==> src/hdl/drive_alarm_map.vh <==
// Constants for the drive alarm manager: register map, fields, codes, timing.
// Assumes inclusion by its bare name from the design file.
`ifndef DRIVE_ALARM_MAP_VH
`define DRIVE_ALARM_MAP_VH

// Register byte offsets
`define OFF_STATUS        8'h00
`define OFF_CONFIG        8'h04
`define OFF_AR_DELAY      8'h08
`define OFF_DI_FUNC       8'h0c
`define OFF_SER_TIMEOUT   8'h10
`define OFF_LIMIT_TIME    8'h14
`define OFF_IRQ_STATUS    8'h18
`define OFF_IRQ_MASK      8'h1c

// Status fields
`define STAT_CODE_MSB     4
`define STAT_ACTIVE_BIT   8
// Config fields
`define CFG_AR_EN_BIT     0
`define CFG_EXT_AUTO_BIT  1
`define CFG_TORQUE_AUTO_BIT 2
// Interrupt fields
`define IRQ_RAISED_BIT    0
`define IRQ_CLEARED_BIT   1

// Reset values
`define RST_CONFIG        32'h0000_0000
`define RST_AR_DELAY      32'h0000_0100
`define RST_DI_FUNC       32'h0000_0000
`define RST_SER_TIMEOUT   32'h0000_0000
`define RST_LIMIT_TIME    32'h0000_1000
`define RST_IRQ_MASK      2'h0

// Digital input function selections
`define DI_FN_EXT_NO      3'h1
`define DI_FN_EXT_NC      3'h2
`define DI_FN_ALARM_RESET 3'h5
`define DI_FN_BITS        3

// Alarm serial codes
`define CODE_NONE         5'h00
`define CODE_EXT_FAULT    5'h01
`define CODE_OVERCURRENT  5'h02
`define CODE_OVERVOLT     5'h03
`define CODE_UNDERVOLT    5'h04
`define CODE_OVER_TORQUE  5'h09
`define CODE_SER_TIMEOUT  5'h0d
`define CODE_MAX          21

// Timing
`define CLK_HZ            64'd200000000
`define PHASE_LOSS_S      64'd30

// Bus answers
`define RESP_OKAY         2'h0
`define RESP_SLVERR       2'h2

`endif

==> src/hdl/drive_alarm_manager.v <==
// Alarm latch, coding and reset logic of a motor drive, with an AXI4-Lite slave.
// Assumes fault inputs synchronous to clk; keypad and digital inputs may be asynchronous.
//
// The implementer's own choices: the AXI4-Lite interface to the registers and the placing of the registers.
`timescale 1ns/10ps
`include "drive_alarm_map.vh"

module drive_alarm_manager #(
   parameter        NUM_DI            = 4,
   parameter [39:0] PHASE_LOSS_CYCLES = 40'd6000000000
) (
   input  wire        clk,
   input  wire        rst,
   input  wire [7:0]  awaddr,
   input  wire        awvalid,
   output reg         awready,
   input  wire [31:0] wdata,
   input  wire [3:0]  wstrb,
   input  wire        wvalid,
   output reg         wready,
   output reg  [1:0]  bresp,
   output reg         bvalid,
   input  wire        bready,
   input  wire [7:0]  araddr,
   input  wire        arvalid,
   output reg         arready,
   output reg  [31:0] rdata,
   output reg  [1:0]  rresp,
   output reg         rvalid,
   input  wire        rready,
   input  wire        drive_enabled,
   input  wire        key_up,
   input  wire        key_down,
   input  wire [NUM_DI-1:0] digital_in,
   input  wire        output_overcurrent_alarm,
   input  wire        bus_overvoltage_alarm,
   input  wire        bus_undervoltage_alarm,
   input  wire        heatsink_switch_overtemp_alarm,
   input  wire        drive_overload_alarm,
   input  wire        motor_overload_alarm,
   input  wire        brake_resistor_overload_alarm,
   input  wire        over_torque_alarm,
   input  wire        supply_phase_missing,
   input  wire        switch_desaturation_alarm,
   input  wire        serial_activity,
   input  wire        option_one_comm_alarm,
   input  wire        option_two_comm_alarm,
   input  wire        comm_bus_failure_alarm,
   input  wire        heatsink_analog_overtemp_alarm,
   input  wire        output_short_alarm,
   input  wire        board_overtemp_alarm,
   input  wire        limit_state,
   input  wire        temp_sensor_failure_alarm,
   output reg         alarm_output,
   output reg  [4:0]  alarm_code,
   output reg         irq
);

   // Long count; the figure stays a parameter so a bench can shorten it
   localparam [63:0] PHASE_LOSS_DOC = `PHASE_LOSS_S * `CLK_HZ;

   function [31:0] merge;
      input [31:0] old;
      input [31:0] data;
      input [3:0]  strb;
      integer      b;
      begin
         merge = old;
         for (b = 0; b < 4; b = b + 1) begin
            if (strb[b]) begin
               merge[8*b +: 8] = data[8*b +: 8];
            end
         end
      end
   endfunction

   // Lowest code wins when several faults trip together
   function [4:0] first_code;
      input [`CODE_MAX:1] v;
      integer             i;
      begin
         first_code = `CODE_NONE;
         for (i = `CODE_MAX; i >= 1; i = i - 1) begin
            if (v[i]) begin
               first_code = i[4:0];
            end
         end
      end
   endfunction

   function mapped;
      input [7:0] a;
      begin
         mapped = (a[1:0] == 2'h0) && (a <= `OFF_IRQ_MASK);
      end
   endfunction

   reg  [31:0] config_reg;
   reg  [31:0] ar_delay;
   reg  [31:0] di_func;
   reg  [31:0] ser_timeout;
   reg  [31:0] limit_time;
   reg  [1:0]  irq_status;
   reg  [1:0]  irq_mask;
   reg  [7:0]  aw_addr_q;
   reg         aw_held;
   reg  [31:0] w_data_q;
   reg  [3:0]  w_strb_q;
   reg         w_held;
   reg  [31:0] read_word;

   wire wr_go = aw_held & w_held & ~bvalid;
   wire wr_ok = wr_go & mapped(aw_addr_q);

   // Write side: address and data taken in either order
   always @(posedge clk or posedge rst) begin
      if (rst) begin
         awready   <= 1'b0;
         wready    <= 1'b0;
         aw_held   <= 1'b0;
         w_held    <= 1'b0;
         aw_addr_q <= 8'h00;
         w_data_q  <= 32'h0000_0000;
         w_strb_q  <= 4'h0;
         bvalid    <= 1'b0;
         bresp     <= `RESP_OKAY;
      end else begin
         awready <= ~aw_held & ~(awvalid & awready) & ~bvalid;
         wready  <= ~w_held & ~(wvalid & wready) & ~bvalid;
         if (awvalid & awready) begin
            aw_held   <= 1'b1;
            aw_addr_q <= awaddr;
         end
         if (wvalid & wready) begin
            w_held   <= 1'b1;
            w_data_q <= wdata;
            w_strb_q <= wstrb;
         end
         if (wr_go) begin
            aw_held <= 1'b0;
            w_held  <= 1'b0;
            bvalid  <= 1'b1;
            bresp   <= mapped(aw_addr_q) ? `RESP_OKAY : `RESP_SLVERR;
         end else if (bvalid & bready) begin
            bvalid <= 1'b0;
         end
      end
   end

   always @* begin
      case (araddr)
         `OFF_STATUS:      read_word = {23'h0, alarm_output, 3'h0, alarm_code};
         `OFF_CONFIG:      read_word = config_reg;
         `OFF_AR_DELAY:    read_word = ar_delay;
         `OFF_DI_FUNC:     read_word = di_func;
         `OFF_SER_TIMEOUT: read_word = ser_timeout;
         `OFF_LIMIT_TIME:  read_word = limit_time;
         `OFF_IRQ_STATUS:  read_word = {30'h0, irq_status};
         `OFF_IRQ_MASK:    read_word = {30'h0, irq_mask};
         default:          read_word = 32'h0000_0000;
      endcase
   end

   // Read side: one word per request, answered the cycle after it is taken
   always @(posedge clk or posedge rst) begin
      if (rst) begin
         arready <= 1'b0;
         rvalid  <= 1'b0;
         rdata   <= 32'h0000_0000;
         rresp   <= `RESP_OKAY;
      end else begin
         arready <= ~rvalid & ~(arvalid & arready);
         if (arvalid & arready) begin
            rvalid <= 1'b1;
            rdata  <= read_word;
            rresp  <= mapped(araddr) ? `RESP_OKAY : `RESP_SLVERR;
         end else if (rvalid & rready) begin
            rvalid <= 1'b0;
         end
      end
   end

   always @(posedge clk or posedge rst) begin
      if (rst) begin
         config_reg  <= `RST_CONFIG;
         ar_delay    <= `RST_AR_DELAY;
         di_func     <= `RST_DI_FUNC;
         ser_timeout <= `RST_SER_TIMEOUT;
         limit_time  <= `RST_LIMIT_TIME;
         irq_mask    <= `RST_IRQ_MASK;
      end else if (wr_ok) begin
         case (aw_addr_q)
            `OFF_CONFIG:      config_reg  <= merge(config_reg, w_data_q, w_strb_q);
            `OFF_AR_DELAY:    ar_delay    <= merge(ar_delay, w_data_q, w_strb_q);
            `OFF_DI_FUNC:     di_func     <= merge(di_func, w_data_q, w_strb_q);
            `OFF_SER_TIMEOUT: ser_timeout <= merge(ser_timeout, w_data_q, w_strb_q);
            `OFF_LIMIT_TIME:  limit_time  <= merge(limit_time, w_data_q, w_strb_q);
            `OFF_IRQ_MASK:    irq_mask    <= w_strb_q[0] ? w_data_q[1:0] : irq_mask;
            default:          irq_mask    <= irq_mask;
         endcase
      end
   end

   // Two-stage synchronisers; only the second stage is looked at
   reg  [1:0]        key_meta;
   reg  [1:0]        key_sync;
   reg  [NUM_DI-1:0] di_meta;
   reg  [NUM_DI-1:0] di_sync;
   reg  [NUM_DI-1:0] di_prev;
   reg               chord;

   always @(posedge clk or posedge rst) begin
      if (rst) begin
         key_meta <= 2'h0;
         key_sync <= 2'h0;
         di_meta  <= {NUM_DI{1'b0}};
         di_sync  <= {NUM_DI{1'b0}};
         di_prev  <= {NUM_DI{1'b0}};
      end else begin
         key_meta <= {key_up, key_down};
         key_sync <= key_meta;
         di_meta  <= digital_in;
         di_sync  <= di_meta;
         di_prev  <= di_sync;
      end
   end

   reg          di_reset_edge;
   reg          ext_fault_active;
   integer      k;

   always @* begin
      di_reset_edge    = 1'b0;
      ext_fault_active = 1'b0;
      for (k = 0; k < NUM_DI; k = k + 1) begin
         if (di_func[k*`DI_FN_BITS +: `DI_FN_BITS] == `DI_FN_ALARM_RESET) begin
            di_reset_edge = di_reset_edge | (di_sync[k] & ~di_prev[k]);
         end
         if (di_func[k*`DI_FN_BITS +: `DI_FN_BITS] == `DI_FN_EXT_NO) begin
            ext_fault_active = ext_fault_active | di_sync[k];
         end
         if (di_func[k*`DI_FN_BITS +: `DI_FN_BITS] == `DI_FN_EXT_NC) begin
            ext_fault_active = ext_fault_active | ~di_sync[k];
         end
      end
   end

   // Chord is armed while both keys are down, fires when both are up again
   wire key_release = chord & (key_sync == 2'h0);

   always @(posedge clk or posedge rst) begin
      if (rst) begin
         chord <= 1'b0;
      end else if (key_sync == 2'h3) begin
         chord <= 1'b1;
      end else if (key_sync == 2'h0) begin
         chord <= 1'b0;
      end
   end

   // Timed detectors
   reg  [39:0] phase_cnt;
   reg  [31:0] ser_cnt;
   reg  [31:0] limit_cnt;

   wire phase_trip = supply_phase_missing && (phase_cnt >= PHASE_LOSS_CYCLES);
   wire ser_trip   = (ser_timeout != 32'h0) && (ser_cnt > ser_timeout);
   wire limit_trip = limit_state && (limit_cnt >= limit_time);

   always @(posedge clk or posedge rst) begin
      if (rst) begin
         phase_cnt <= 40'h0;
         ser_cnt   <= 32'h0;
         limit_cnt <= 32'h0;
      end else begin
         if (!supply_phase_missing) begin
            phase_cnt <= 40'h0;
         end else if (!phase_trip) begin
            phase_cnt <= phase_cnt + 40'h1;
         end
         if (serial_activity || ser_timeout == 32'h0) begin
            ser_cnt <= 32'h0;
         end else if (!ser_trip) begin
            ser_cnt <= ser_cnt + 32'h1;
         end
         if (!limit_state) begin
            limit_cnt <= 32'h0;
         end else if (!limit_trip) begin
            limit_cnt <= limit_cnt + 32'h1;
         end
      end
   end

   wire [`CODE_MAX:1] trips = {
      temp_sensor_failure_alarm,
      limit_trip,
      board_overtemp_alarm,
      output_short_alarm,
      heatsink_analog_overtemp_alarm,
      comm_bus_failure_alarm,
      option_two_comm_alarm,
      option_one_comm_alarm,
      ser_trip,
      switch_desaturation_alarm,
      1'b0,
      phase_trip,
      over_torque_alarm,
      brake_resistor_overload_alarm,
      motor_overload_alarm,
      drive_overload_alarm,
      heatsink_switch_overtemp_alarm,
      bus_undervoltage_alarm,
      bus_overvoltage_alarm,
      output_overcurrent_alarm,
      ext_fault_active};

   wire [4:0] next_code = first_code(trips);

   // Eligible set: fixed YES codes plus the two settable ones
   wire eligible = (alarm_code == `CODE_OVERCURRENT) || (alarm_code == `CODE_OVERVOLT) ||
                   (alarm_code == `CODE_UNDERVOLT) || (alarm_code == `CODE_SER_TIMEOUT) ||
                   (alarm_code == `CODE_EXT_FAULT && config_reg[`CFG_EXT_AUTO_BIT]) ||
                   (alarm_code == `CODE_OVER_TORQUE && config_reg[`CFG_TORQUE_AUTO_BIT]);

   reg  [31:0] ar_cnt;
   wire        auto_clear = alarm_output & eligible & config_reg[`CFG_AR_EN_BIT] &
                            (ar_cnt >= ar_delay);
   // Manual clears are blocked outright while running
   wire        manual_clear = alarm_output & ~drive_enabled &
                              (key_release | di_reset_edge);
   wire        clear_now = auto_clear | manual_clear;
   wire        raise_now = ~alarm_output & (next_code != `CODE_NONE);

   always @(posedge clk or posedge rst) begin
      if (rst) begin
         ar_cnt <= 32'h0;
      end else if (!alarm_output || clear_now) begin
         ar_cnt <= 32'h0;
      end else if (ar_cnt < ar_delay) begin
         ar_cnt <= ar_cnt + 32'h1;
      end
   end

   // First alarm is held; later faults do not overwrite its code
   always @(posedge clk or posedge rst) begin
      if (rst) begin
         alarm_output <= 1'b0;
         alarm_code   <= `CODE_NONE;
      end else if (clear_now) begin
         alarm_output <= 1'b0;
         alarm_code   <= `CODE_NONE;
      end else if (raise_now) begin
         alarm_output <= 1'b1;
         alarm_code   <= next_code;
      end
   end

   // Sticky events; a new event beats a write-one clear in the same cycle
   wire       clr_irq = wr_ok && (aw_addr_q == `OFF_IRQ_STATUS) && w_strb_q[0];
   wire [1:0] irq_clr = clr_irq ? w_data_q[1:0] : 2'h0;
   wire [1:0] irq_set = {clear_now, raise_now};
   wire [1:0] next_irq_status = (irq_status & ~irq_clr) | irq_set;

   always @(posedge clk or posedge rst) begin
      if (rst) begin
         irq_status <= 2'h0;
         irq        <= 1'b0;
      end else begin
         irq_status <= next_irq_status;
         irq        <= |(next_irq_status & irq_mask);
      end
   end

endmodule

==> config.mk <==
export PLATFORM = sky130hd
export DESIGN_NAME = drive_alarm_manager
export DESIGN_NICKNAME = d
export VERILOG_FILES = /design/src/hdl/drive_alarm_manager.v
export VERILOG_INCLUDE_DIRS = /design/src /design/src/hdl
export SDC_FILE = /design/constraint.sdc
export NUM_CORES = 1
export LEC_CHECK = 0
export BUFFER_PORTS_ARGS = -buffer_cell sky130_fd_sc_hd__buf_2
export CAP_MARGIN = 20
export CORE_UTILIZATION = 60
export DETAILED_ROUTE_END_ITERATION = 16
export PLACE_DENSITY = 0.87
export SLEW_MARGIN = 20
export SYNTH_ARGS = -nofsm -noshare
export SYNTH_HDL_FRONTEND = slang
export SYNTH_SLANG_ARGS = --single-unit
==> constraint.sdc <==
create_clock -name clk -period 20.2 [get_ports clk]
set_clock_uncertainty 0.2 [all_clocks]
set_input_delay 5.05 -clock clk [delete_from_list [all_inputs] [get_ports clk]]
set_output_delay 5.05 -clock clk [all_outputs]
set_load 0.005 [all_outputs]
==> results.yml, run 1 <==
power:
  p_per_area_mw_per_mm2: 92.8
  p_leak_nw: 10.3
  power_switching_mw: 0.591
  power_mw: 2.12
  pwr-share-comb_pct: 11.8
  clock_power_share_pct: 39.6
  seq_power_share_pct: 48.6
  p_sw_share_pct: 27.8
  peakVddDrop_uv: 115
  intPower_mw: 1.53
setup_path:
  cp_cell_sequence: "buf_2, nor3_1, nand2b_1, nor2_4, a222oi_1, a31oi_1"
  critPathLaunchType: "primary input"
  path_max_fanout: 32
  worstSetupPathType: "in -> reg"
  critPathMaxStageDelay_ns: 0.89
  slowest_stage: "nor2_4"
  crit_arrival_ns: 7.18
  cp_num_buf_inv: 1
  crit_family: "simple AND/OR/NAND/NOR gates"
  cp.required_ns: 20.46
  end_kind: "flip-flop"
  crit_start: "araddr[6]"
  timing.rr.start: "ser_timeout[23]"
cells_and_area:
  n_fill_cell: 2275
  largest_reg_flops: 40
  multi_input_area_sq_mm: 0.00932
  top_register: "phase_cnt"
  stdcell_area_sq_mm: 0.0229
  syn2layout_area_growth_pct: 13.0
  ff_latch_area_sq_mm: 0.0102
  utilization_pct: 69.6
  nets: 2284
  drive_above_1_share_pct: 16.9
die:
  start_util_pct: 61.6
  die_x_um: 186
  std_cell_rows: 66
  core_sq_mm: 0.0329
  num_io_pins: 133
  die_area_sq_mm: 0.0345
  fp.dieH_um: 186
clock_tree:
  cts_tree: "built"
  cts_hold_buf: 0
  cts_resized: 0
  clock-sinks: 409
  numCtsBuffers: 42
  htree_levels: 2
  clk_latency_ns: 0.55
  clk_path_buf_depth: 3
  clock-root-buffer: "clkbuf_16"
  cts_setup_buffers: 0
  clk_pin_slew_ns: 0.06
yosys:
  synth.top_cells.by_count: "dfrtp_1 (407), nor2_1 (194), nand2_1 (186)"
  ys_ff_latch: 409
  syn-cell-area_sq_mm: 0.0202
  ys_seq_area_share_pct: 50.6
  avgSynthCellArea_sq_um: 10.3
  yosysTopAreaCell: "dfrtp_1"
  synthTopCellsByArea: "dfrtp_1 (50%), ha_1 (6.4%), mux2_2 (6.3%)"
  synth_cell_types: 69
  synth_top_flop_cell: "dfrtp_1"
  synth_top_area_share_pct: 50.3
  synth_enable_flop_cells: 0
  synth_cells: 1973
  yosysMostFrequentCell: "dfrtp_1"
  postSynth.asyncResetShare_pct: 100
  yosys_warnings: 0
global_routing:
  grt_pass1_vias: 16500
  grt-busiest-layer: "met2"
  gr-usage-all-layers_pct: 32.8
  met2_usage_pct: 52.1
  grt.met3_usage_pct: 6.83
  grt.overflow.total: 0
  grt_max_degree: 147
  grt_pass1_wl_um: 87200
  antenna_found_initial: 1
  grt.met1_usage_pct: 41.6
sta:
  max_freq_mhz: 145
  setup_viol: 0
  whs_ns: 0.155
  slew-limit-headroom_pct: 21.3
  worst_pin_slew_ns: 1.18
  hold_viol_final: 0
  fin_tns_setup_ns: 0
  finalCriticalPeriod_ns: 6.92
  slew_violations: 0
  min_period_over_period_pct: 34.2
  rsz0062_at_grt: "no"
placed_design:
  place_congestion: 0.933
  port_buffers: 130
  placed_area_sq_mm: 0.0213
  dpl.hpwl_um: 37500
hold_path:
  hold_start: "di_meta[0]"
  hold_path.class: "reg -> reg"
drt:
  routedWlPerCell_um: 21.4
  firstDrtPassIters: 8
  drc: 0
  ant_nets: 0
  drt-total-wl_um: 55200
  vias_per_cell: 6.41
  drt_iter0_drc: 1796
  vias: 16500
job:
  cap_violations: 0
status:
  outcome: "complete, no violations"
power groups by stage:
| stage | Sequential (mW) | Combinational [mW] | Clock [mW] |
|---|---|---|---|
| finish | 1.03 | 0.250 | 0.842 |
| global route | 1.04 | 0.278 | 0.878 |
| CTS | 1.02 | 0.250 | 0.845 |
| detailed placement | 1.04 | 0.246 | 0 |
| global placement | 1.03 | 0.233 | 0 |
| floorplan | 0.989 | 0.160 | 0 |
layout by cell type (no fill, tap or decap), types with 7 or more instances in the layout:
cell type and n:
clkbuf_16 45, xor2_1 61, dfrtp_1 407, a222oi_1 26, nand3b_1 8, a31oi_1 31
nand3_1 49, nor3_1 26, and2_1 40, and3_1 16, a211oi_1 9, o21ai_0 124
nand2_1 186, nand2b_1 7, xnor2_1 52, a21oi_1 56, a221oi_1 8, clkbuf_8 7
a21o_1 10, clkbuf_1 8, or3_1 15, ha_1 103, clkinv_2 7, nand4_1 61
a22oi_1 38, nor2b_1 7, inv_1 126, buf_2 131, buf_4 11, nor2_1 190
nor4_1 22, and4_1 15, mux2_2 113
layer usage:
layer / vias up / share of wire [%] / wire (um)
met5: - / 0 / 0
met4: 0 / 5.6 / 3090
met3: 196 / 9.5 / 5250
met2: 947 / 46 / 25600
met1: 8102 / 39 / 21300
li1: 7242 / - / -
kinds of logic after synthesis:
logic type,after synthesis,share of synthesized area (%)
AO/OA/AOI/OAI,355,11.5
XOR/XNOR,113,4.89
adder cells (fa/ha/maj),103,6.37
buffers and inverters,193,3.67
flip-flops,409,50.6
multiplexers,116,6.43
other,1,0.0185
AND/OR/NAND/NOR,683,16.6
worst register-to-register path: stages (launching register included):
cell and delay [ns]:
dfrtp_1 0.47, inv_1 0.13, ha_1 0.34, nand4_1 0.13, or4_1 0.61, o22ai_1 0.32
a311oi_1 0.17, nor4b_4 0.81, nand3_1 0.25, xor2_1 0.20, nor2_1 0.06
layout make-up:
class                   count  area share, %
flip-flops and latches    409           44.8
multi-input cells        1372           40.7
clock buffers              60           5.48
repair buffers            144           3.40
well taps                 442           2.42
inverters                 127           2.12
clock inverters            17           1.09
diodes                      2         0.0219
path summary, 6_finish.rpt:
kind                                 to  slack (ns)  cells after the start
hold / removal               di_sync[0]        0.16                      0
max in group asynchronous  ar_delay[22]       13.75                      4
hold reg to reg              di_sync[0]        0.16                      0
setup / recovery               rdata[5]       13.28                      6
setup reg to reg            ser_cnt[18]       16.37                     10
min in group asynchronous    di_sync[3]        4.26                      2
metrics by stage:
step | worst slack [ns] | instances
CTS | 12.72 | 2569
global placement | 12.24 | 2492
detailed placement | 12.16 | 2492
global route | 13.27 | 2572
finish | 13.28 | 2573
floorplan | 3.57 | 1974
Power figures use the tool's default switching activity.
==> inputs of run 2 (changes only) <==
clock period = 6.4 ns   (was 20.2 ns; I/O delays follow)
==> results.yml, run 2 (synthesis gave the netlist of run 1 again) <==
hold_path:
  hold_path.class: "reg -> reg"
  hold_depth: 0
  hold_start: "key_meta[1]"
  min_to: "key_sync[1]"
die:
  std_cell_rows: 66
  start_util_pct: 61.6
  num_io_pins: 133
  die_x_um: 186
  die_area_sq_mm: 0.0345
  core_sq_mm: 0.0329
  fp.dieH_um: 186
global_routing:
  grt.overflow.total: 0
  grt_pass1_vias: 16800
  met2_usage_pct: 52.1
  grt_pass1_wl_um: 88800
  grt-busiest-layer: "met2"
  grt.met1_usage_pct: 41.7
  grt.met3_usage_pct: 6.24
  gr-usage-all-layers_pct: 33.1
  antenna_found_initial: 0
  grt_max_degree: 177
drt:
  vias_per_cell: 6.46
  routedWlPerCell_um: 21.8
  vias: 16600
  drt_iter0_drc: 1739
  drt-total-wl_um: 56100
  firstDrtPassIters: 9
  ant_nets: 0
  drc: 0
setup_path:
  critPathLaunchType: "flip-flop"
  end_kind: "flip-flop"
  cp_cell_sequence: "inv_1, ha_1, nor4_1, o211ai_1, a31oi_1, o21ai_0, o211a_1, a211oi_1, nand2_2, nor2_1"
  path_max_fanout: 33
  reg2regPathDepth: 10
  crit_family: "compound AO/OA/AOI/OAI gates"
  r2r_end: "ar_cnt[26]"
  worstSetupPathType: "reg -> reg"
  cp.required_ns: 6.68
  cp_num_buf_inv: 1
  r2r_slack_ns: 2.25
  critPathMaxStageDelay_ns: 0.91
  slowest_stage: "a211oi_1"
  crit_arrival_ns: 4.43
  timing.rr.start: "ar_delay[12]"
clock_tree:
  clk_path_buf_depth: 3
  htree_levels: 2
  cts_hold_buf: 0
  clock-root-buffer: "clkbuf_16"
  numCtsBuffers: 43
  cts_resized: 0
  clk_pin_slew_ns: 0.06
  clock-sinks: 409
  clk_latency_ns: 0.57
  cts_setup_buffers: 0
  cts_tree: "built"
cells_and_area:
  syn2layout_area_growth_pct: 12.8
  final_cell_mix: "dfrtp_1 (407), nor2_1 (189), nand2_1 (185)"
  n_fill_cell: 2241
  final_common_cell: "dfrtp_1"
  nets: 2284
  utilization_pct: 69.5
  top_register: "phase_cnt"
  drive_above_1_share_pct: 16.9
  largest_reg_flops: 40
  finalNonFillerCells: 2572
  stdcell_area_sq_mm: 0.0228
  antenna_cells: 0
job:
  cap_violations: 0
placed_design:
  dpl.hpwl_um: 37600
  dp_slack_ns: 2.05
  place_congestion: 0.945
  placed_area_sq_mm: 0.0213
  port_buffers: 130
  dp.cells: 2493
sta:
  hold_viol_final: 0
  slew_violations: 0
  postLayoutSetupSlackWorst_ns: 2.25
  setup_viol: 0
  min_period_over_period_pct: 64.8
  finalCriticalPeriod_ns: 4.15
  slew-limit-headroom_pct: 23.1
  worst_pin_slew_ns: 1.15
  rsz0062_at_grt: "no"
  max_freq_mhz: 241
power:
  p_leak_nw: 10.3
  power_mw: 6.67
  peakVddDrop_uv: 247
  p_per_area_mw_per_mm2: 292
status:
  outcome: "complete, no violations"
-- run 2: changes by cell type in the layout (fill, tap and decap cells not counted), sizes merged --
| cell | before | now |
|---|---|---|
| clkinvlp | 3 | 2 |
| inv | 128 | 127 |
| bufinv | 6 | 4 |
| diode | 2 | 0 |
| buf | 144 | 143 |
| clkbuf | 60 | 62 |
| clkinv | 7 | 11 |
-- run 2: stage by stage --
step | setup TNS, ns | hold WS [ns]
CTS | 0 | 0.154
global route | 0 | 0.162
finish | 0 | 0.152
global placement | 0 | 0.135
detailed placement | 0 | 0.140
floorplan | -370.38 | 0.131
-- run 2: worst max-delay path by stage --
stage            startpoint  cells after the start  slack (ns)             to
2_1_floorplan           rst                      1       -0.91  alarm_code[0]
3_3_place_gp      araddr[6]                      7        2.25       rdata[8]
3_5_place_dp      araddr[6]                      7        2.05       rdata[3]
4_1_cts          ar_cnt[27]                      8        2.07     ar_cnt[26]
5_1_grt        ar_delay[12]                     10        2.10     ar_cnt[30]
6_report       ar_delay[12]                     10        2.25     ar_cnt[26]
-- run 2: final cells by class --
cell class | instances | area, sq um | area share [%]
inverter | 127 | 480 | 2.10
timing repair buffer | 143 | 773 | 3.39
tap | 442 | 553 | 2.42
sequential | 409 | 10200 | 44.8
multi-input combinational | 1372 | 9320 | 40.8
clock buffer | 62 | 1250 | 5.46
clock inverter | 17 | 225 | 0.986
-- run 2: worst reg2reg max path: stages (launching register included) --
cell,delay (ns)
dfrtp_1,0.36
inv_1,0.07
ha_1,0.21
nor4_1,0.33
o211ai_1,0.16
a31oi_1,0.28
o21ai_0,0.27
o211a_1,0.29
a211oi_1,0.91
nand2_2,0.68
nor2_1,0.30
-- run 2: routing by layer --
layer	up-vias	share of wire (%)
li1	7269	-
met1	8065	38
met2	1019	46
met3	267	9.5
met4	0	6.9
met5	-	0
-- run 2: power breakdown --
part	internal, mW	total (mW)	switching [mW]
registers	2.86	3.27	0.412
logic	0.368	0.797	0.428
clock network	1.53	2.60	1.07
